[config.mk]
export PLATFORM = sky130hd
export DESIGN_NAME = suc_serial_unit
export DESIGN_NICKNAME = d
export VERILOG_FILES = /design/src/logic/suc_pkg.sv /design/src/logic/suc_clk_gen.sv /design/src/logic/suc_serial_unit.sv
export SDC_FILE = /design/constraint.sdc
export NUM_CORES = 1
export LEC_CHECK = 0
export BUFFER_PORTS_ARGS = -buffer_cell sky130_fd_sc_hd__buf_2
export CORE_AREA = 10 10 170 172
export DETAILED_ROUTE_END_ITERATION = 16
export DIE_AREA = 0 0 180 182
export GPL_ROUTABILITY_DRIVEN = 0
export PLACE_DENSITY = 0.52
export SLEW_MARGIN = 40
export SYNTH_ARGS = -nofsm -noshare
export SYNTH_HDL_FRONTEND = slang
export SYNTH_SLANG_ARGS = --single-unit
[constraint.sdc]
create_clock -name mclk_i -period 5.6 [get_ports mclk_i]
set_clock_uncertainty 0.2 [all_clocks]
set_input_delay 0.84 -clock mclk_i [delete_from_list [all_inputs] [get_ports mclk_i]]
set_output_delay 0.84 -clock mclk_i [all_outputs]
set_load 0.02 [all_outputs]
[src/logic/suc_pkg.sv]
// What this block does
// - Normal bit meanings only outside card mode
// - Bit 7 gates transmit-empty request
// - Bit 6 gates receive-full and error requests
// - Transmit only while bit 5 set
// - Receive only while bit 4 set
// - Address wait only async with multiprocessor format
// - Address wait drops frames with mp bit 0
// - Mp bit 1 clears address wait, resumes reception
// - Bit 2 gates transmit-end request
// - Async 00: internal clock, pin released
// - Async 01: internal clock, bit clock out
// - Async 1X: external sixteen-times clock in
// - Sync 0X: internal clock driven out
// - Sync 1X: pin is external clock input
package suc_pkg;
  // Register byte offsets
  localparam logic [7:0] OFS_CTRL = 8'h00;
  localparam logic [7:0] OFS_MODE = 8'h04;
  localparam logic [7:0] OFS_FLAGS = 8'h08;
  localparam logic [7:0] OFS_EVT = 8'h0C;
  localparam logic [7:0] OFS_MASK = 8'h10;
  localparam logic [7:0] OFS_BAUD = 8'h14;
  localparam logic [7:0] OFS_TXD = 8'h18;
  localparam logic [7:0] OFS_RXD = 8'h1C;
  // Reset values
  localparam logic [7:0] CTRL_RST = 8'h00;
  localparam logic [7:0] MODE_RST = 8'h00;
  localparam logic [3:0] MASK_RST = 4'h0;
  localparam logic [15:0] BAUD_RST = 16'h0000;
  // Clock source field codes
  localparam logic [1:0] CKE_PORT = 2'h0;
  localparam logic [1:0] CKE_OUT = 2'h1;
  // Bit timing
  localparam int TICKS_PER_BIT = 16;
  localparam logic [3:0] SUB_LAST = 4'(TICKS_PER_BIT - 1);
  localparam logic [3:0] SUB_MID = 4'(TICKS_PER_BIT / 2 - 1);
  localparam logic [3:0] PHASE_RISE = SUB_MID;
  localparam logic [3:0] PHASE_FALL = SUB_LAST;
  // Frame lengths in bits; async receive counts leave out start and stop
  localparam logic [3:0] RX_LAST_PLAIN = 4'h8;
  localparam logic [3:0] RX_LAST_MP = 4'h9;
  localparam logic [3:0] TX_N_SYNC = 4'h8;
  localparam logic [3:0] TX_N_ASYNC = 4'hA;
  localparam logic [3:0] TX_N_MP = 4'hB;
  // Event bits of the event and mask registers
  localparam int EVT_TXE = 0;
  localparam int EVT_RXF = 1;
  localparam int EVT_RXE = 2;
  localparam int EVT_TXEND = 3;
  localparam int EVT_N = 4;

  typedef struct packed {
    logic tx_irq_enable;
    logic rx_irq_enable;
    logic tx_enable;
    logic rx_enable;
    logic addr_wait_enable;
    logic tx_end_irq_enable;
    logic clock_source_sel_hi;
    logic clock_source_sel_lo;
  } suc_ctrl_t;

  typedef struct packed {
    logic [3:0] rsvd;
    logic tx_mp_bit;
    logic card_mode_select;
    logic multiproc_format;
    logic sync_mode;
  } suc_mode_t;

  typedef struct packed {
    logic cyc;
    logic stb;
    logic we;
    logic [7:0] adr;
    logic [3:0] sel;
    logic [31:0] dat;
  } suc_wb_req_t;

  typedef struct packed {
    logic [31:0] dat;
    logic ack;
  } suc_wb_rsp_t;
endpackage

[src/logic/suc_clk_gen.sv]
`timescale 1ns/1ps
module suc_clk_gen #(
  parameter int DIV_W = 16
) (
  // Clock and reset
  input wire logic mclk_i,
  input wire logic nrst_i,
  input wire logic ce_i,
  // Configuration
  input wire logic [DIV_W-1:0] baud_div_i,
  input wire logic ext_clk_i,
  input wire logic sync_mode_i,
  // Serial clock pin
  input wire logic sck_i,
  // Timing
  output logic tick16_o,
  output logic bit_rise_o,
  output logic bit_fall_o,
  output logic bit_clk_o
);
  logic [DIV_W-1:0] div_q;
  logic [3:0] phase_q;
  logic [2:0] sck_q;
  logic int_tick;
  logic ext_rise;
  logic ext_fall;

  assign int_tick = ce_i && (div_q >= baud_div_i);
  // Edges look at stages two and three only
  assign ext_rise = ce_i && sck_q[1] && !sck_q[2];
  assign ext_fall = ce_i && !sck_q[1] && sck_q[2];

  always_ff @(posedge mclk_i or negedge nrst_i) begin
    if (!nrst_i) begin
      div_q <= '0;
    end else if (ce_i) begin
      div_q <= (div_q >= baud_div_i) ? '0 : div_q + 1'b1;
    end
  end

  always_ff @(posedge mclk_i or negedge nrst_i) begin
    if (!nrst_i) begin
      phase_q <= 4'h0;
    end else if (int_tick) begin
      phase_q <= phase_q + 4'h1;
    end
  end

  always_ff @(posedge mclk_i or negedge nrst_i) begin
    if (!nrst_i) begin
      // Idle level of the pulled-up pin, so no false edge follows reset
      sck_q <= 3'h7;
    end else if (ce_i) begin
      sck_q <= {sck_q[1:0], sck_i};
    end
  end

  // Internal bit clock is sixteen ticks long, high in its second half
  assign tick16_o = (ext_clk_i && !sync_mode_i) ? ext_rise : int_tick;
  assign bit_rise_o = (ext_clk_i && sync_mode_i) ? ext_rise :
                      (int_tick && phase_q == suc_pkg::PHASE_RISE);
  assign bit_fall_o = (ext_clk_i && sync_mode_i) ? ext_fall :
                      (int_tick && phase_q == suc_pkg::PHASE_FALL);
  assign bit_clk_o = phase_q[3];
endmodule // suc_clk_gen

[src/logic/suc_serial_unit.sv]
// Decided for this implementation: the register addresses and register access over Wishbone.
`timescale 1ns/1ps
module suc_serial_unit (
  // Clock, reset, enable
  input wire logic mclk_i,
  input wire logic nrst_i,
  input wire logic ce_i,
  // Register bus
  input wire suc_pkg::suc_wb_req_t wb_i,
  output suc_pkg::suc_wb_rsp_t wb_o,
  // Serial pins
  input wire logic rxd_i,
  output logic txd_o,
  input wire logic sck_i,
  output logic sck_o,
  output logic sck_oe_o,
  // Interrupts
  output logic tx_empty_irq_o,
  output logic rx_full_irq_o,
  output logic rx_error_irq_o,
  output logic tx_end_irq_o,
  output logic irq_o
);
  typedef enum logic {SUC_TX_IDLE, SUC_TX_SHIFT} suc_tx_state_t;
  typedef enum logic [1:0] {SUC_RX_IDLE, SUC_RX_START, SUC_RX_BITS} suc_rx_state_t;

  suc_pkg::suc_ctrl_t ctrl_q;
  suc_pkg::suc_mode_t mode_q;
  logic [15:0] baud_q;
  logic [3:0] mask_q;
  logic [3:0] evt_q;
  logic [3:0] evt_set;
  logic [3:0] evt_gate;
  logic ack_q;
  logic [31:0] dat_q;
  logic [31:0] rdata_d;
  logic [7:0] adr_w;
  logic acc;
  logic wr;
  logic rd;
  logic normal;
  logic sync;
  logic tx_go;
  logic rx_go;
  logic addr_wait;
  logic tick16;
  logic bit_rise;
  logic bit_fall;
  logic bit_clk;
  logic [1:0] rxd_q;
  logic rxd;
  logic sck_oe_q;
  // Transmit side
  suc_tx_state_t tx_state_q;
  logic [7:0] tdr_q;
  logic tx_empty_flag_q;
  logic [10:0] tx_sh_q;
  logic [3:0] tx_cnt_q;
  logic [3:0] tx_sub_q;
  logic txd_q;
  logic tx_load;
  logic tx_step;
  logic tx_done;
  // Receive side
  suc_rx_state_t rx_state_q;
  logic [8:0] rx_sh_q;
  logic [3:0] rx_cnt_q;
  logic [3:0] rx_sub_q;
  logic [3:0] rx_last;
  logic rx_step;
  logic rx_fin;
  logic rx_skip;
  logic rx_store;
  logic rx_stop;
  logic [7:0] rdr_q;
  logic rx_mp_q;
  logic rx_full_flag_q;
  logic framing_error_flag_q;
  logic overrun_error_flag_q;
  logic ctrl_wr;

  // Bus slave: one-cycle registered answer, unmapped reads give zero
  assign adr_w = {wb_i.adr[7:2], 2'b00};
  assign acc = wb_i.cyc && wb_i.stb && !ack_q && ce_i;
  assign wr = acc && wb_i.we;
  assign rd = acc && !wb_i.we;
  assign ctrl_wr = wr && wb_i.sel[0] && adr_w == suc_pkg::OFS_CTRL;
  assign wb_o = '{dat: dat_q, ack: ack_q};

  always_comb begin
    rdata_d = 32'h0000_0000;
    case (adr_w)
      suc_pkg::OFS_CTRL: rdata_d[7:0] = ctrl_q;
      suc_pkg::OFS_MODE: rdata_d[7:0] = mode_q;
      suc_pkg::OFS_FLAGS: rdata_d[5:0] = {rx_mp_q, tx_state_q == SUC_TX_SHIFT,
                                          overrun_error_flag_q, framing_error_flag_q,
                                          rx_full_flag_q, tx_empty_flag_q};
      suc_pkg::OFS_EVT: rdata_d[3:0] = evt_q;
      suc_pkg::OFS_MASK: rdata_d[3:0] = mask_q;
      suc_pkg::OFS_BAUD: rdata_d[15:0] = baud_q;
      suc_pkg::OFS_TXD: rdata_d[7:0] = tdr_q;
      suc_pkg::OFS_RXD: rdata_d[7:0] = rdr_q;
      default: rdata_d = 32'h0000_0000;
    endcase
  end

  always_ff @(posedge mclk_i or negedge nrst_i) begin
    if (!nrst_i) begin
      ack_q <= 1'b0;
      dat_q <= 32'h0000_0000;
    end else if (ce_i) begin
      ack_q <= acc;
      if (rd) begin
        dat_q <= rdata_d;
      end
    end
  end

  // Control register; a bus write beats the hardware release of address wait
  always_ff @(posedge mclk_i or negedge nrst_i) begin
    if (!nrst_i) begin
      ctrl_q <= suc_pkg::CTRL_RST;
    end else if (ce_i) begin
      if (ctrl_wr) begin
        ctrl_q <= wb_i.dat[7:0];
      end else if (rx_fin && addr_wait && rx_sh_q[8]) begin
        ctrl_q.addr_wait_enable <= 1'b0;
      end
    end
  end

  always_ff @(posedge mclk_i or negedge nrst_i) begin
    if (!nrst_i) begin
      mode_q <= suc_pkg::MODE_RST;
      mask_q <= suc_pkg::MASK_RST;
      baud_q <= suc_pkg::BAUD_RST;
    end else if (wr) begin
      if (adr_w == suc_pkg::OFS_MODE && wb_i.sel[0]) begin
        mode_q <= {4'h0, wb_i.dat[3:0]};
      end
      if (adr_w == suc_pkg::OFS_MASK && wb_i.sel[0]) begin
        mask_q <= wb_i.dat[3:0];
      end
      if (adr_w == suc_pkg::OFS_BAUD && wb_i.sel[0]) begin
        baud_q[7:0] <= wb_i.dat[7:0];
      end
      if (adr_w == suc_pkg::OFS_BAUD && wb_i.sel[1]) begin
        baud_q[15:8] <= wb_i.dat[15:8];
      end
    end
  end

  // Card mode leaves every normal function of the control bits dormant
  assign normal = !mode_q.card_mode_select;
  assign sync = mode_q.sync_mode;
  assign tx_go = normal && ctrl_q.tx_enable;
  assign rx_go = normal && ctrl_q.rx_enable;
  assign addr_wait = normal && !sync && mode_q.multiproc_format
                     && ctrl_q.addr_wait_enable;

  suc_clk_gen #(
    .DIV_W(16)
  ) u_clk_gen (
    .mclk_i(mclk_i),
    .nrst_i(nrst_i),
    .ce_i(ce_i),
    .baud_div_i(baud_q),
    .ext_clk_i(ctrl_q.clock_source_sel_hi),
    .sync_mode_i(sync),
    .sck_i(sck_i),
    .tick16_o(tick16),
    .bit_rise_o(bit_rise),
    .bit_fall_o(bit_fall),
    .bit_clk_o(bit_clk)
  );

  // Pin drive: async 00 and any 1X release the pin
  always_ff @(posedge mclk_i or negedge nrst_i) begin
    if (!nrst_i) begin
      sck_oe_q <= 1'b0;
    end else if (ce_i) begin
      sck_oe_q <= normal && (sync ? !ctrl_q.clock_source_sel_hi
                  : {ctrl_q.clock_source_sel_hi, ctrl_q.clock_source_sel_lo}
                    == suc_pkg::CKE_OUT);
    end
  end
  assign sck_oe_o = sck_oe_q;
  assign sck_o = bit_clk;

  // Receive pin crosses in from outside
  always_ff @(posedge mclk_i or negedge nrst_i) begin
    if (!nrst_i) begin
      rxd_q <= 2'b11;
    end else if (ce_i) begin
      rxd_q <= {rxd_q[0], rxd_i};
    end
  end
  assign rxd = rxd_q[1];

  // Transmitter; sync frames start on a falling edge so bit 0 meets a whole rise
  assign tx_load = tx_go && tx_state_q == SUC_TX_IDLE && !tx_empty_flag_q
                   && (!sync || bit_fall);
  assign tx_step = tx_state_q == SUC_TX_SHIFT
                   && (sync ? bit_fall : (tick16 && tx_sub_q == suc_pkg::SUB_LAST));
  assign tx_done = tx_go && tx_step && tx_cnt_q == 4'h1;

  always_ff @(posedge mclk_i or negedge nrst_i) begin
    if (!nrst_i) begin
      tdr_q <= 8'h00;
      tx_empty_flag_q <= 1'b1;
    end else if (ce_i) begin
      if (!tx_go) begin
        tx_empty_flag_q <= 1'b1;
      end else if (wr && wb_i.sel[0] && adr_w == suc_pkg::OFS_TXD) begin
        tdr_q <= wb_i.dat[7:0];
        tx_empty_flag_q <= 1'b0;
      end else if (tx_load) begin
        tx_empty_flag_q <= 1'b1;
      end
    end
  end

  always_ff @(posedge mclk_i or negedge nrst_i) begin
    if (!nrst_i) begin
      tx_state_q <= SUC_TX_IDLE;
      tx_sh_q <= 11'h7FF;
      tx_cnt_q <= 4'h0;
      tx_sub_q <= 4'h0;
      txd_q <= 1'b1;
    end else if (ce_i) begin
      case (tx_state_q)
        SUC_TX_IDLE: begin
          txd_q <= 1'b1;
          if (tx_load) begin
            tx_state_q <= SUC_TX_SHIFT;
            tx_sub_q <= 4'h0;
            if (sync) begin
              tx_sh_q <= {3'b111, tdr_q};
              tx_cnt_q <= suc_pkg::TX_N_SYNC;
              txd_q <= tdr_q[0];
            end else begin
              tx_sh_q <= {1'b1, mode_q.tx_mp_bit || !mode_q.multiproc_format, tdr_q, 1'b0};
              tx_cnt_q <= mode_q.multiproc_format ? suc_pkg::TX_N_MP : suc_pkg::TX_N_ASYNC;
              txd_q <= 1'b0;
            end
          end
        end
        SUC_TX_SHIFT: begin
          if (!tx_go) begin
            tx_state_q <= SUC_TX_IDLE;
            txd_q <= 1'b1;
          end else begin
            if (tick16) begin
              tx_sub_q <= tx_sub_q + 4'h1;
            end
            if (tx_done) begin
              tx_state_q <= SUC_TX_IDLE;
              txd_q <= 1'b1;
            end else if (tx_step) begin
              tx_sh_q <= {1'b1, tx_sh_q[10:1]};
              tx_cnt_q <= tx_cnt_q - 4'h1;
              txd_q <= tx_sh_q[1];
            end
          end
        end
        default: tx_state_q <= SUC_TX_IDLE;
      endcase
    end
  end
  assign txd_o = txd_q;

  // Receiver; async samples mid-bit, sync samples on rising edges
  assign rx_last = (!sync && mode_q.multiproc_format) ? suc_pkg::RX_LAST_MP
                   : suc_pkg::RX_LAST_PLAIN;
  assign rx_step = sync ? bit_rise : (tick16 && rx_sub_q == suc_pkg::SUB_LAST);
  assign rx_fin = ce_i && rx_go && rx_state_q == SUC_RX_BITS
                  && (sync ? rx_cnt_q == rx_last : (rx_step && rx_cnt_q == rx_last));
  assign rx_stop = sync || rxd;
  assign rx_skip = addr_wait && !rx_sh_q[8];
  assign rx_store = rx_fin && !rx_skip && !rx_full_flag_q;

  always_ff @(posedge mclk_i or negedge nrst_i) begin
    if (!nrst_i) begin
      rx_state_q <= SUC_RX_IDLE;
      rx_sh_q <= 9'h000;
      rx_cnt_q <= 4'h0;
      rx_sub_q <= 4'h0;
    end else if (ce_i) begin
      if (!rx_go) begin
        rx_state_q <= SUC_RX_IDLE;
      end else begin
        case (rx_state_q)
          SUC_RX_IDLE: begin
            rx_sub_q <= 4'h0;
            rx_cnt_q <= 4'h0;
            rx_sh_q <= 9'h000;
            if (sync) begin
              rx_state_q <= SUC_RX_BITS;
            end else if (!rxd) begin
              rx_state_q <= SUC_RX_START;
            end
          end
          SUC_RX_START: begin
            if (tick16) begin
              rx_sub_q <= rx_sub_q + 4'h1;
              if (rx_sub_q == suc_pkg::SUB_MID) begin
                rx_sub_q <= 4'h0;
                rx_state_q <= rxd ? SUC_RX_IDLE : SUC_RX_BITS;
              end
            end
          end
          SUC_RX_BITS: begin
            if (tick16) begin
              rx_sub_q <= rx_sub_q + 4'h1;
            end
            if (rx_fin) begin
              rx_state_q <= SUC_RX_IDLE;
            end else if (rx_step && rx_cnt_q != rx_last) begin
              rx_sh_q[rx_cnt_q] <= rxd;
              rx_cnt_q <= rx_cnt_q + 4'h1;
            end
          end
          default: rx_state_q <= SUC_RX_IDLE;
        endcase
      end
    end
  end

  // Receive flags; a new frame wins over a software clear in the same cycle
  always_ff @(posedge mclk_i or negedge nrst_i) begin
    if (!nrst_i) begin
      rdr_q <= 8'h00;
      rx_mp_q <= 1'b0;
      rx_full_flag_q <= 1'b0;
      framing_error_flag_q <= 1'b0;
      overrun_error_flag_q <= 1'b0;
    end else if (ce_i) begin
      if (rx_store) begin
        rdr_q <= rx_sh_q[7:0];
        rx_mp_q <= rx_sh_q[8];
        rx_full_flag_q <= 1'b1;
      end else if (rd && adr_w == suc_pkg::OFS_RXD) begin
        rx_full_flag_q <= 1'b0;
      end
      if (rx_fin && !rx_skip && !rx_stop) begin
        framing_error_flag_q <= 1'b1;
      end else if (wr && wb_i.sel[0] && adr_w == suc_pkg::OFS_FLAGS && wb_i.dat[2]) begin
        framing_error_flag_q <= 1'b0;
      end
      if (rx_fin && !rx_skip && rx_full_flag_q) begin
        overrun_error_flag_q <= 1'b1;
      end else if (wr && wb_i.sel[0] && adr_w == suc_pkg::OFS_FLAGS && wb_i.dat[3]) begin
        overrun_error_flag_q <= 1'b0;
      end
    end
  end

  // Sticky events, cleared by reading them; setting wins
  assign evt_set[suc_pkg::EVT_TXE] = ce_i && tx_load;
  assign evt_set[suc_pkg::EVT_RXF] = rx_store;
  assign evt_set[suc_pkg::EVT_RXE] = rx_fin && !rx_skip && (!rx_stop || rx_full_flag_q);
  assign evt_set[suc_pkg::EVT_TXEND] = ce_i && tx_done && tx_empty_flag_q;
  assign evt_gate[suc_pkg::EVT_TXE] = normal && ctrl_q.tx_irq_enable;
  assign evt_gate[suc_pkg::EVT_RXF] = normal && ctrl_q.rx_irq_enable;
  assign evt_gate[suc_pkg::EVT_RXE] = normal && ctrl_q.rx_irq_enable;
  assign evt_gate[suc_pkg::EVT_TXEND] = normal && ctrl_q.tx_end_irq_enable;

  for (genvar i = 0; i < suc_pkg::EVT_N; i++) begin : g_evt
    always_ff @(posedge mclk_i or negedge nrst_i) begin
      if (!nrst_i) begin
        evt_q[i] <= 1'b0;
      end else if (evt_set[i]) begin
        evt_q[i] <= 1'b1;
      end else if (rd && adr_w == suc_pkg::OFS_EVT) begin
        evt_q[i] <= 1'b0;
      end
    end
  end

  assign tx_empty_irq_o = evt_q[suc_pkg::EVT_TXE] && evt_gate[suc_pkg::EVT_TXE];
  assign rx_full_irq_o = evt_q[suc_pkg::EVT_RXF] && evt_gate[suc_pkg::EVT_RXF];
  assign rx_error_irq_o = evt_q[suc_pkg::EVT_RXE] && evt_gate[suc_pkg::EVT_RXE];
  assign tx_end_irq_o = evt_q[suc_pkg::EVT_TXEND] && evt_gate[suc_pkg::EVT_TXEND];
  assign irq_o = |(evt_q & evt_gate & mask_q);
endmodule // suc_serial_unit

**Word-level counts from Yosys, hierarchy flattened**

Index checks and enable logic that the tools add are counted.

- Register bits after elaboration: 140
- Logic and storage cells: 278

- Eq/ne operators: 33
- Reductions and logical operators: 114
- Add/subtract/negate cells: 6
- $lt $le $gt $ge: 3
- Bitwise gates (word level): 3
- Multiplexer cells: 77

Operator list:

| operator | number |
|---|---|
| 1-bit logical AND | 65 |
| 4-bit 2-to-1 mux | 12 |
| 11-bit 2-to-1 mux | 4 |
| 1-bit 2-to-1 mux | 34 |
| 4-bit case mux with 8 select lines | 1 |
| 2-bit AND reduction | 13 |
| 6-bit by 3-bit equality test with 1-bit output, second input constant | 4 |
| 4-bit case mux with 2 select lines | 3 |
| 11-bit case mux with 2 select lines | 1 |
| 5-bit AND reduction | 4 |
| 9-bit 2-to-1 mux | 2 |
| 9-bit case mux with 2 select lines | 1 |
| 2-bit nonzero test | 9 |
| 16-bit by 1-bit adder with 16-bit output, second input constant | 1 |
| 4-bit by 1-bit adder with 4-bit output, second input constant | 4 |
| 16-bit >= comparator | 1 |
| 16-bit 2-to-1 mux | 1 |
| 2-bit 2-to-1 mux | 8 |
| 2-bit != test, second input constant | 7 |
| 1-bit zero test | 13 |
| 4-bit equality test, second input constant | 3 |
| 6-bit by 2-bit equality test with 1-bit output, second input constant | 2 |
| 4-bit case mux with 3 select lines | 1 |
| 10-bit 2-to-1 mux | 1 |
| 31 further kinds | 41 |

**Logic depth before layout (Yosys ltp)**

Gate-level depths: netlist of run 1.

- Depth in word-level cells: 12
- Depth in mapped cells: 11

**Modules after synthesis**

Synthesis of run 1 repeated with hierarchy kept, for this count alone.

- Cell total of the unflattened synthesis: 711
- Area total of the unflattened synthesis: 7,594.8 um^2

Modules (own cells, without submodules):

| module | seq. area each (um^2) | area an instance (um^2) | cells each | times used |
|---|---|---|---|---|
| suc_serial_unit | 2,894.0 | 6,070.8 | 548 | 1 |
| suc_clk_gen | 579.3 | 1,524.0 | 163 | 1 |

**Worst setup path before layout of run 1**

No wires, ideal clock.

- Kind: input to register
- Start point: in ce_i
- End point: reg rdr_q[0]
- Stages on the path: 7
- Setup slack: 2.839 ns
- Library setup time: 0.125 ns
- Arrival time: 2.437 ns
- Path buffers: 1
- Cell sequence: buf_4 inv_2 or2_2 nor2_1 a31oi_4 nor3_4 mux2_2

- Longest elaborated chain between the ends: 11
- Elaborated cells between the ends (all ways): 16
- Those cells by class: 4 x mux; 12 x reduce/logical

Ends and longest elaborated chain:

| item | line | text |
|---|---|---|
| from (decl) | suc_serial_unit.sv:7 | `input wire logic ce_i,` |
| 1-bit logical AND (2 in a row) | suc_clk_gen.sv:30 | `assign ext_rise = ce_i && sck_q[1] && !sck_q[2];` |
| 1-bit 2-to-1 mux | suc_clk_gen.sv:59 | `assign tick16_o = (ext_clk_i && !sync_mode_i) ? ext_rise : int_tick;` |
| 1-bit logical AND | suc_serial_unit.sv:275 | `assign rx_step = sync ? bit_rise : (tick16 && rx_sub_q == suc_pkg::SUB_LAST);` |
| 1-bit 2-to-1 mux | suc_serial_unit.sv:275 |  |
| 1-bit logical AND | suc_serial_unit.sv:277 | `&& (sync ? rx_cnt_q == rx_last : (rx_step && rx_cnt_q == rx_last));` |
| 1-bit 2-to-1 mux | suc_serial_unit.sv:277 |  |
| 1-bit logical AND | suc_serial_unit.sv:277 |  |
| 1-bit logical AND (2 in a row) | suc_serial_unit.sv:280 | `assign rx_store = rx_fin && !rx_skip && !rx_full_flag_q;` |
| 2-bit AND reduction (no source line) (*) | n/a |  |
| to (signal assigned) | suc_serial_unit.sv:339 | `rdr_q <= rx_sh_q[7:0];` |
| to (decl) | suc_serial_unit.sv:75 | `logic [7:0] rdr_q;` |

Mark *: on every way between the ends. The rest lies on a longest branch, timed or not.
A chain may end at the register's enable or synchronous reset.

**Final worst setup path of run 1**

- Start point: reg baud_q[13]
- End point: reg tx_sh_q[4]

- Longest elaborated chain between the ends: 10
- Elaborated cells between the ends (all ways): 16
- Those cells by class: 1 x order compare; 3 x eq/ne; 3 x mux; 9 x reduce/logical

Ends and longest elaborated chain:

| item | line | text |
|---|---|---|
| from (decl) | suc_serial_unit.sv:29 | `logic [15:0] baud_q;` |
| from (signal assigned) | suc_serial_unit.sv:136 | `baud_q <= suc_pkg::BAUD_RST;` |
| from (signal assigned) | suc_serial_unit.sv:148 | `baud_q[15:8] <= wb_i.dat[15:8];` |
| 16-bit >= comparator (*) | suc_clk_gen.sv:28 | `assign int_tick = ce_i && (div_q >= baud_div_i);` |
| 1-bit logical AND (*) | suc_clk_gen.sv:28 |  |
| 1-bit 2-to-1 mux or 1-bit logical AND (tied branches) | suc_clk_gen.sv:59, suc_clk_gen.sv:63 |  |
| 1-bit logical AND or 1-bit 2-to-1 mux (tied branches) | suc_serial_unit.sv:204, suc_clk_gen.sv:62 |  |
| 1-bit 2-to-1 mux | suc_serial_unit.sv:204 | `&& (sync ? bit_fall : (tick16 && tx_sub_q == suc_pkg::SUB_LAST));` |
| 1-bit logical AND | suc_serial_unit.sv:204 |  |
| 1-bit logical AND (2 in a row) | suc_serial_unit.sv:205 | `assign tx_done = tx_go && tx_step && tx_cnt_q == 4'h1;` |
| 2-bit != test (no source line) | n/a |  |
| 5-bit AND reduction (no source line) (*) | n/a |  |
| to (signal assigned) | suc_serial_unit.sv:238 | `tx_sh_q <= {3'b111, tdr_q};` |
| to (signal assigned) | suc_serial_unit.sv:242 | `tx_sh_q <= {1'b1, mode_q.tx_mp_bit \|\| !mode_q.multiproc_format, tdr_q, 1'b0};` |
| to (signal assigned) | suc_serial_unit.sv:260 | `tx_sh_q <= {1'b1, tx_sh_q[10:1]};` |
| to (decl) | suc_serial_unit.sv:57 | `logic [10:0] tx_sh_q;` |

Marks and branches as above.

==> metrics.log, run 1 <==
[metrics] outcome: finished, final reports clean
[metrics] FF+latch area: 3475 sq um
[metrics] classification of the worst-slack hold path: in -> async
[metrics] proportion of register bits with asynchronous set or reset after synthesis: 100.0%
[metrics] post-route core utilization: 34.20%
[metrics] Critical Path Most Common Cell: sky130_fd_sc_hd__nand2_1
[metrics] worst setup margin: 2.063 ns
[metrics] worst skew pair latency: 0.43 ns
[metrics] final total negative setup slack: 0 ns
[metrics] total number of clock tree sinks: 138
[metrics] Core Box Area: 25,620 sq um
[metrics] number of library cell types mapped by synthesis: 82
[metrics] clock slew at reported path FFs: 0.06 ns
[metrics] Via-to-Cell Ratio: 4.994
[metrics] wirelength, routed: 20,100 um
[metrics] cell with the biggest individual delay on the critical path: sky130_fd_sc_hd__a211oi_4
[metrics] width of the die: 180 um
[metrics] clock buffer depth: 2
[metrics] antenna violations before repair: 0
[metrics] DRC violations left: 0
[metrics] CTS H-tree depth: 4
[metrics] aggregate global-route resource usage: 12.26%
[metrics] # fillers: 2,566
[metrics] router iterations before antenna repair: 5
[metrics] kind of start point of the critical path: register
[metrics] share of the clock period used by the worst path after layout: 63.15%
[metrics] worst hold slack: 0.07856 ns
[metrics] Antenna Nets Post-Route: 0
[metrics] clock period minus worst slack: 3.537 ns
[metrics] Antenna Cells: 0
[metrics] combined area of all synthesized cells: 7582 sq um
[metrics] flop2flop setup slack: 2.06 ns
[metrics] final number of hold-violating endpoints: 0
[metrics] cts bufs inserted: 17
[metrics] Crit. End Element: register
[metrics] CTS tree: done
[metrics] area occupied by multi-input gates: 3779 sq um
[metrics] first-pass GRT wire length: 32,200 um
[metrics] Pwr per Cell Area: 281.0 nW/um^2
[metrics] number of buffers inserted to repair setup after CTS: 0
[metrics] FF-to-FF Start: baud_q[13]
[metrics] Die Span Y: 182 um
[metrics] series of cell instances along the critical path: inv_1 -> ha_1 -> nand2_1 -> nor2_1 -> nand2_1 -> o21ai_2 -> a31oi_2 -> a211oi_4 -> mux2_2
[metrics] share of layout cells above drive strength 1: 22.61%
[metrics] fin nets: 865
[metrics] maximum vdd ir drop: 209.1 uV
[metrics] CP arrival: 3.70 ns
[metrics] sequential share of the synthesized area: 45.81%
[metrics] length in cells of the worst reg-to-reg path: 9
[metrics] number of storage elements in the synthesis netlist: 138
[metrics] I/O pin total: 93
[metrics] critical path type: reg -> reg
[metrics] reported max-cap violation count: 0
[metrics] Final Max Tran Viols: 0
[metrics] slew at the pin closest to its max-slew limit: 0.7872 ns
[metrics] total vias in the final route: 5,648
[metrics] endpoint required time on the critical path: 5.76 ns
[metrics] worst reg2reg path endpoint: tx_sh_q[4]
[metrics] Synth Area per Inst: 10.26 sq um
[metrics] number of DRC violations after detailed-routing iteration 0: 459
[metrics] synthesis warning total: 0
[metrics] commonest non-fill, non-tap cells in the layout: sky130_fd_sc_hd__dfrtp_1 (121), sky130_fd_sc_hd__nand2_1 (94), sky130_fd_sc_hd__buf_2 (55)
[metrics] Area growth, synth to finish: 15.54%
[metrics] largest net degree at the start of global routing: 104
[metrics] number of rows in the core area: 59
[metrics] worst slack after detailed placement: 2.048 ns
[metrics] RSZ-0062 raised after global routing: no
[metrics] routed length per instance: 17.77 um
[metrics] buffers added on ports: 56
[metrics] initial standard-cell utilization of the core: 29.60%
[metrics] Root Driver: sky130_fd_sc_hd__clkbuf_16
[metrics] total leakage power: 0.004049 uW
[metrics] count of final setup violators: 0
[metrics] gate count after technology mapping: 739
[metrics] ys flop type: sky130_fd_sc_hd__dfrtp_1
[metrics] highest clock frequency the design can meet: 282.8 MHz
[metrics] Slew headroom: 47.51%
[metrics] post-cts gate resize count: 0
[metrics] Die Outline Area: 32,760 sq um
[metrics] most common cell after layout, fill and taps aside: sky130_fd_sc_hd__dfrtp_1
[metrics] vias in the first global route: 5,585
[metrics] residual overflow from global routing: 0
[metrics] placed wire-length estimate: 14,430 um
[metrics] largest stage delay on the critical path: 0.73 ns
[metrics] CTS hold repair buffers: 0
[metrics] CP max FO: 16
[metrics] count of flip-flops with a built-in enable after synthesis: 0
-- layer usage --
metal | track usage, % | routed length, um | up-vias | share of wire [%]
li1 | - | - | 2706 | -
met1 | 16.26 | 9384 | 2788 | 47
met2 | 19.03 | 9311 | 132 | 46
met3 | 2.744 | 1050 | 22 | 5.2
met4 | 4.697 | 352 | 0 | 1.8
met5 | 0 | 0 | - | 0
-- power breakdown --
group | internal, uW | leakage [uW] | switching (uW)
Clock | 748 | 0.000294 | 465
Combinational | 64.5 | 0.00200 | 115
Sequential | 1030 | 0.00175 | 34.3
Total | 1850 | 0.00405 | 615
-- Yosys cell counts, types with 8 or more instances --
library cell               count  area (sq um)
sky130_fd_sc_hd__mux2_2       44         495.5
sky130_fd_sc_hd__clkbuf_1     24         90.09
sky130_fd_sc_hd__dfrtp_1     122          3053
sky130_fd_sc_hd__nand4_1       8         50.05
sky130_fd_sc_hd__nand2b_1      8         50.05
sky130_fd_sc_hd__buf_4        19         142.6
sky130_fd_sc_hd__nand3_1      16         80.08
sky130_fd_sc_hd__mux2i_1      22         220.2
sky130_fd_sc_hd__and3_1       13         81.33
sky130_fd_sc_hd__nor2_1       45         168.9
sky130_fd_sc_hd__nor3_1       11         55.05
sky130_fd_sc_hd__ha_1         29         362.9
sky130_fd_sc_hd__dfstp_2      16         420.4
sky130_fd_sc_hd__a21oi_1      16         80.08
sky130_fd_sc_hd__a22o_1       18         157.7
sky130_fd_sc_hd__nand2_1      94         352.8
sky130_fd_sc_hd__xor2_1       11         96.34
sky130_fd_sc_hd__o21ai_0      51         255.2
sky130_fd_sc_hd__inv_1        30         112.6
-- sequential cells by signal, indices dropped and copies added (netlist names), 4 cells and up --
name and cells:
rx_sub_q 4, tx_sub_q 4, u_clk_gen.phase_q 4, rx_sh_q 9, rdr_q 8, tx_cnt_q 4, tx_sh_q 9, ctrl_q 8
tdr_q 8, evt_q 4, baud_q 16, u_clk_gen.div_q 16, rx_cnt_q 4, mask_q 4, dat_q 16
-- how the worst max path moves through the flow --
stage / end / cells after the start / start
after global placement: dat_q[13] / 5 / ce_i
final: tx_sh_q[4] / 9 / baud_q[13]
after CTS: tx_sh_q[4] / 9 / baud_q[13]
after floorplan: rdr_q[0] / 7 / ce_i
after global routing: tx_sh_q[5] / 9 / baud_q[15]
after detailed placement: tx_sh_q[3] / 6 / ce_i
-- worst max-delay path: cells and delay by family, from the launching register on --
family	cells	cell delay, ns
fa+ha+maj	1	0.30
compound gates	3	1.67
simple gates	3	0.45
buf+inv	1	0.07
mux	1	0.41
flops	1	0.36
-- cell type report --
type / instances / share of cell area [%]
clock buffers: 18 / 4.899
flip-flops and latches: 138 / 39.66
well taps: 335 / 4.784
multi-input cells: 534 / 43.13
repair buffers: 61 / 3.970
inverters: 32 / 1.371
clock inverters: 13 / 2.185
-- logic make-up (layout without fill, tap and decap cells) --
family | Yosys count | in the layout | synth area share (%)
other | 1 | 16 | 0.04946
AO/OA/AOI/OAI | 156 | 156 | 14.54
AND/OR/NAND/NOR | 243 | 243 | 16.44
adder cells (fa/ha/maj) | 29 | 29 | 4.786
XOR/XNOR | 18 | 18 | 2.079
buffers and inverters | 82 | 124 | 5.281
multiplexers | 72 | 72 | 11.02
flip-flops | 138 | 138 | 45.81
-- stage by stage --
| step | power [uW] | std cells | cell area, sq um |
|---|---|---|---|
| 6_report | 2462 | 1131 | 8761 |
| 5_1_grt | 2561 | 1131 | 8761 |
| 4_1_cts | 2481 | 1130 | 8733 |
| 3_5_place_dp | 1267 | 1099 | 8113 |
| 3_3_place_gp | 1263 | 1099 | 8094 |
| 2_1_floorplan | 1194 | 754 | 7639 |
Power figures use the tool's default switching activity.
==> inputs of run 2 (changes only) <==
==> constraint.sdc (replaced) <==
create_clock -name mclk_i -period 3.4 [get_ports mclk_i]
set_clock_uncertainty 0.2 [all_clocks]
set_input_delay 0.51 -clock mclk_i [delete_from_list [all_inputs] [get_ports mclk_i]]
set_output_delay 0.51 -clock mclk_i [all_outputs]
set_load 0.02 [all_outputs]
==> metrics.log, run 2 (synthesis results as in run 1) <==
[metrics] outcome: finished, final reports clean
[metrics] slew at the pin closest to its max-slew limit: 0.7453 ns
[metrics] wirelength, routed: 20,340 um
[metrics] final total negative setup slack: 0 ns
[metrics] highest clock frequency the design can meet: 327.7 MHz
[metrics] kind of start point of the critical path: register
[metrics] Power, Total: 3934 uW
[metrics] area occupied by multi-input gates: 3772 sq um
[metrics] Via-to-Cell Ratio: 4.966
[metrics] largest net degree at the start of global routing: 75
[metrics] vias in the first global route: 5,869
[metrics] total vias in the final route: 5,736
[metrics] worst skew pair latency: 0.42 ns
[metrics] cell with the biggest individual delay on the critical path: sky130_fd_sc_hd__o21ai_4
[metrics] most common cell after layout, fill and taps aside: sky130_fd_sc_hd__dfrtp_1
[metrics] DRC violations left: 0
[metrics] width of the die: 180 um
[metrics] largest stage delay on the critical path: 0.45 ns
[metrics] antenna violations before repair: 1
[metrics] fin nets: 887
[metrics] total net switching power: 995.1 uW
[metrics] CTS tree: done
[metrics] number of rows in the core area: 59
[metrics] worst slack after detailed placement: 0.1711 ns
[metrics] Area growth, synth to finish: 17.23%
[metrics] share of layout cells above drive strength 1: 24.30%
[metrics] sequential fraction of design power: 44.7%
[metrics] initial standard-cell utilization of the core: 29.60%
[metrics] RSZ-0062 raised after global routing: no
[metrics] I/O pin total: 93
[metrics] Die Span Y: 182 um
[metrics] Root Driver: sky130_fd_sc_hd__clkbuf_16
[metrics] classification of the worst-slack hold path: in -> reg
[metrics] commonest non-fill, non-tap cells in the layout: sky130_fd_sc_hd__dfrtp_1 (122), sky130_fd_sc_hd__nand2_1 (94), sky130_fd_sc_hd__buf_2 (55)
[metrics] cts bufs inserted: 17
[metrics] FF+latch area: 3473 sq um
[metrics] share of the clock period used by the worst path after layout: 89.76%
[metrics] Critical Path Most Common Cell: sky130_fd_sc_hd__nand2_1
[metrics] maximum vdd ir drop: 367.4 uV
[metrics] endpoint required time on the critical path: 3.54 ns
[metrics] clock period minus worst slack: 3.052 ns
[metrics] CP arrival: 3.19 ns
[metrics] flop2flop setup slack: 0.35 ns
[metrics] critical path type: reg -> reg
[metrics] length in cells of the worst reg-to-reg path: 9
[metrics] share of total power in combinational logic: 7.7%
[metrics] worst hold slack: 0.09568 ns
[metrics] series of cell instances along the critical path: ha_1 -> nand2_1 -> nor2_1 -> nand2_1 -> o21ai_4 -> a211o_1 -> nand3_4 -> nor4b_1 -> mux2i_1
[metrics] # fillers: 2,559
[metrics] Hold Path Depth: 3
[metrics] total leakage power: 0.004144 uW
[metrics] CP max FO: 17
[metrics] total number of clock tree sinks: 138
[metrics] internal cell power: 2939 uW
[metrics] final number of hold-violating endpoints: 0
[metrics] reported max-cap violation count: 0
[metrics] residual overflow from global routing: 0
[metrics] CTS H-tree depth: 4
[metrics] Crit. End Element: register
[metrics] Die Outline Area: 32,760 sq um
[metrics] buffers added on ports: 56
[metrics] switching share of total power: 25.30%
[metrics] Slew headroom: 50.32%
[metrics] Clk network pwr share: 47.6%
[metrics] placed wire-length estimate: 15,110 um
[metrics] Final Max Tran Viols: 0
[metrics] clock slew at reported path FFs: 0.06 ns
[metrics] aggregate global-route resource usage: 12.44%
[metrics] Antenna Nets Post-Route: 0
[metrics] router iterations before antenna repair: 4
[metrics] routed length per instance: 17.61 um
[metrics] worst setup margin: 0.3482 ns
[metrics] Pwr per Cell Area: 442.6 nW/um^2
[metrics] number of DRC violations after detailed-routing iteration 0: 388
[metrics] largest registers in the final layout: baud_q: 16 flops, dat_q: 16 flops, u_clk_gen.div_q: 16 flops
[metrics] clock buffer depth: 2
[metrics] Core Box Area: 25,620 sq um
[metrics] count of final setup violators: 0
[metrics] first-pass GRT wire length: 33,180 um
-- run 2: worst paths after layout --
| kind | startpoint | to |
|---|---|---|
| hold reg to reg | dat_q[3] | dat_q[3] |
| min in group asynchronous | nrst_i | rdr_q[5] |
| max in group asynchronous | nrst_i | u_clk_gen.div_q[3] |
| setup / recovery | u_clk_gen.div_q[13] | rx_sh_q[2] |
| setup reg to reg | u_clk_gen.div_q[13] | rx_sh_q[2] |
| hold / removal | wb_i[9] | baud_q[9] |
-- run 2: power by group through the flow --
| stage | registers, uW | logic [uW] | clock network (uW) |
|---|---|---|---|
| floorplan | 1780 | 184 | 0 |
| global placement | 1790 | 299 | 0 |
| detailed placement | 1790 | 303 | 0 |
| CTS | 1760 | 305 | 1910 |
| global route | 1770 | 343 | 1990 |
| finish | 1760 | 301 | 1870 |
-- run 2: what timing repair did --
action / CTS / global route
hold buffers: 1 / 0
setup buffers: 0 / 0
hold endpoints to repair: 66 / 0
endpoints found under the setup margin: 0 / 4
resized for setup: 0 / 1
-- run 2: area by class of cell --
| cell class | count | share of cell area [%] |
|---|---|---|
| multi-input cells | 534 | 42.44 |
| clock buffers | 19 | 5.096 |
| repair buffers | 83 | 5.673 |
| diodes | 1 | 0.02815 |
| inverters | 32 | 1.351 |
| well taps | 335 | 4.716 |
| clock inverters | 13 | 1.619 |
| flip-flops and latches | 138 | 39.08 |
-- run 2: stage by stage --
| step | cells | utilization, % | area, sq um |
|---|---|---|---|
| 6_report | 1155 | 34.70 | 8889 |
| 4_1_cts | 1154 | 34.66 | 8879 |
| 5_1_grt | 1154 | 34.69 | 8886 |
| 3_5_place_dp | 1121 | 32.29 | 8272 |
| 3_3_place_gp | 1121 | 32.29 | 8272 |
| 2_1_floorplan | 754 | - | 7639 |
-- run 2: critical path: cells and delay by family (launching register included) --
kind	cells	cell delay [ns]
simple gates	5	1.07
compound gates	2	0.75
fa+ha+maj	1	0.31
flops	1	0.41
mux	1	0.22
-- run 2: per-layer routing --
metal,routed length (um),track usage [%],vias to the layer above
met5,0,0,-
met4,347,3.837,0
met3,968,2.982,18
met2,9452,19.72,137
met1,9568,16.39,2825
li1,-,-,2756
==> inputs of run 3 (changes only) <==
--- a/config.mk
+++ b/config.mk
@@ -6,11 +6,13 @@
 export NUM_CORES = 1
 export LEC_CHECK = 0
 export BUFFER_PORTS_ARGS = -buffer_cell sky130_fd_sc_hd__buf_2
+export CELL_PAD_IN_SITES_DETAIL_PLACEMENT = 0
+export CELL_PAD_IN_SITES_GLOBAL_PLACEMENT = 1
 export CORE_AREA = 10 10 170 172
 export DETAILED_ROUTE_END_ITERATION = 16
 export DIE_AREA = 0 0 180 182
 export GPL_ROUTABILITY_DRIVEN = 0
-export PLACE_DENSITY = 0.52
+export PLACE_DENSITY = 0.61
 export SLEW_MARGIN = 40
 export SYNTH_ARGS = -nofsm -noshare
 export SYNTH_HDL_FRONTEND = slang
==> metrics.log, run 3 (synthesis results as in run 1) <==
[metrics] outcome: finished, final reports clean
[metrics] largest registers in the final layout: baud_q: 16 flops, dat_q: 16 flops, u_clk_gen.div_q: 16 flops
[metrics] number of buffers inserted to repair setup after CTS: 0
[metrics] cts bufs inserted: 17
[metrics] Core Box Area: 25,620 sq um
[metrics] placed wire-length estimate: 15,580 um
[metrics] width of the die: 180 um
[metrics] Antenna Nets Post-Route: 0
[metrics] most common cell after layout, fill and taps aside: sky130_fd_sc_hd__dfrtp_1
[metrics] I/O pin total: 93
[metrics] routed length per instance: 18.01 um
[metrics] Pwr per Cell Area: 436.5 nW/um^2
[metrics] number of DRC violations after detailed-routing iteration 0: 466
[metrics] aggregate global-route resource usage: 12.73%
[metrics] total instance count after detailed placement: 1,119
[metrics] first-pass GRT wire length: 33,650 um
[metrics] wirelength, routed: 20,750 um
[metrics] share of the clock period used by the worst path after layout: 88.01%
[metrics] endpoint required time on the critical path: 3.55 ns
[metrics] CP max FO: 9
[metrics] critical path type: reg -> reg
[metrics] Via-to-Cell Ratio: 4.966
[metrics] post-route core utilization: 34.50%
[metrics] vias in the first global route: 5,801
[metrics] classification of the worst-slack hold path: in -> reg
[metrics] maximum vdd ir drop: 330.1 uV
[metrics] count of final setup violators: 0
[metrics] Final Max Tran Viols: 0
[metrics] kind of start point of the critical path: register
[metrics] Slew headroom: 54.22%
[metrics] slew at the pin closest to its max-slew limit: 0.6868 ns
[metrics] worst skew pair latency: 0.42 ns
[metrics] largest stage delay on the critical path: 0.44 ns
[metrics] Root Driver: sky130_fd_sc_hd__clkbuf_16
[metrics] Crit. End Element: register
[metrics] number of rows in the core area: 59
[metrics] clock buffer depth: 2
[metrics] router iterations before antenna repair: 7
[metrics] Die Outline Area: 32,760 sq um
[metrics] count of placed standard cells in the final layout, fillers left out: 1,152
[metrics] fin nets: 885
[metrics] residual overflow from global routing: 0
[metrics] RSZ-0062 raised after global routing: no
[metrics] commonest non-fill, non-tap cells in the layout: sky130_fd_sc_hd__dfrtp_1 (122), sky130_fd_sc_hd__nand2_1 (94), sky130_fd_sc_hd__buf_2 (55)
[metrics] highest clock frequency the design can meet: 334.2 MHz
[metrics] buffers added on ports: 56
[metrics] total leakage power: 0.004123 uW
[metrics] total number of clock tree sinks: 138
[metrics] post-cts gate resize count: 0
[metrics] Die Span Y: 182 um
[metrics] final number of hold-violating endpoints: 0
[metrics] largest net degree at the start of global routing: 71
[metrics] series of cell instances along the critical path: inv_1 -> ha_1 -> and4_1 -> o21a_1 -> a211oi_2 -> o21ai_2 -> a31oi_2 -> a211oi_4 -> buf_4 -> mux2_2
[metrics] cell with the biggest individual delay on the critical path: sky130_fd_sc_hd__o21ai_2
[metrics] antenna violations before repair: 0
[metrics] total vias in the final route: 5,721
[metrics] # fillers: 2,602
[metrics] DRC violations left: 0
[metrics] share of layout cells above drive strength 1: 23.77%
[metrics] CTS tree: done
[metrics] CP arrival: 3.14 ns
[metrics] Area growth, synth to finish: 16.57%
[metrics] initial standard-cell utilization of the core: 29.60%
[metrics] clock period minus worst slack: 2.992 ns
[metrics] CTS H-tree depth: 4
[metrics] reported max-cap violation count: 0
[metrics] final total negative setup slack: 0 ns
[metrics] clock slew at reported path FFs: 0.06 ns
## run 3: worst max-delay path, delay by kind of cell (launching register included)
family / cells / cell delay [ns]
compound gates: 5 / 1.20
flops: 1 / 0.36
mux: 1 / 0.34
buf+inv: 2 / 0.30
fa+ha+maj: 1 / 0.30
simple gates: 1 / 0.22
## run 3: where the power goes
group          total [uW]  switching, uW  internal, uW
combinational         297            188           110
clock                1800            708          1090
sequential           1760           59.0          1700
total                3860            955          2900
## run 3: layout make-up
| type | count | area, sq um | share of cell area (%) |
|---|---|---|---|
| antenna | 1 | 2.502 | 0.02831 |
| clock buffer | 19 | 442.9 | 5.011 |
| clock inverter | 12 | 126.4 | 1.430 |
| inverter | 32 | 120.1 | 1.359 |
| multi-input combinational | 534 | 3765 | 42.60 |
| sequential | 138 | 3473 | 39.30 |
| tap | 335 | 419.2 | 4.742 |
| timing repair buffer | 81 | 489.2 | 5.535 |
## run 3: worst paths after layout
kind | start | end | slack (ns) | cells after the start
worst max-delay path | baud_q[6] | tx_sh_q[4] | 0.41 | 10
worst min-delay path | wb_i[15] | baud_q[15] | 0.09 | 3
worst max register to register | baud_q[6] | tx_sh_q[4] | 0.41 | 10
worst min register to register | dat_q[3] | dat_q[3] | 0.28 | 2
max in group asynchronous | nrst_i | tx_sh_q[6] | 1.71 | 3
min in group asynchronous | nrst_i | rx_sub_q[2] | 0.47 | 2
## run 3: layer usage
metal	share of wire [%]	vias up	GRT usage (%)
li1	-	2768	-
met1	49	2807	17.40
met2	46	128	19.51
met3	3.4	18	2.604
met4	1.8	0	4.400
met5	0	-	0
## run 3: repair_timing
item / in CTS / in global routing
hold buffers: 1 / 0
setup endpoints to repair: 0 / 0
endpoints found under the hold margin: 60 / 0
## run 3: stage by stage
stage	hold slack, ns	worst slack (ns)	cell area (sq um)	total power (uW)
after floorplan	0.01441	0.7580	7639	1967
after global placement	0.2652	0.3861	8257	2091
after detailed placement	0.2763	0.3788	8257	2092
after CTS	0.07073	0.3567	8836	3918
after global routing	0.09074	0.1089	8836	4036
final	0.09227	0.4078	8838	3858
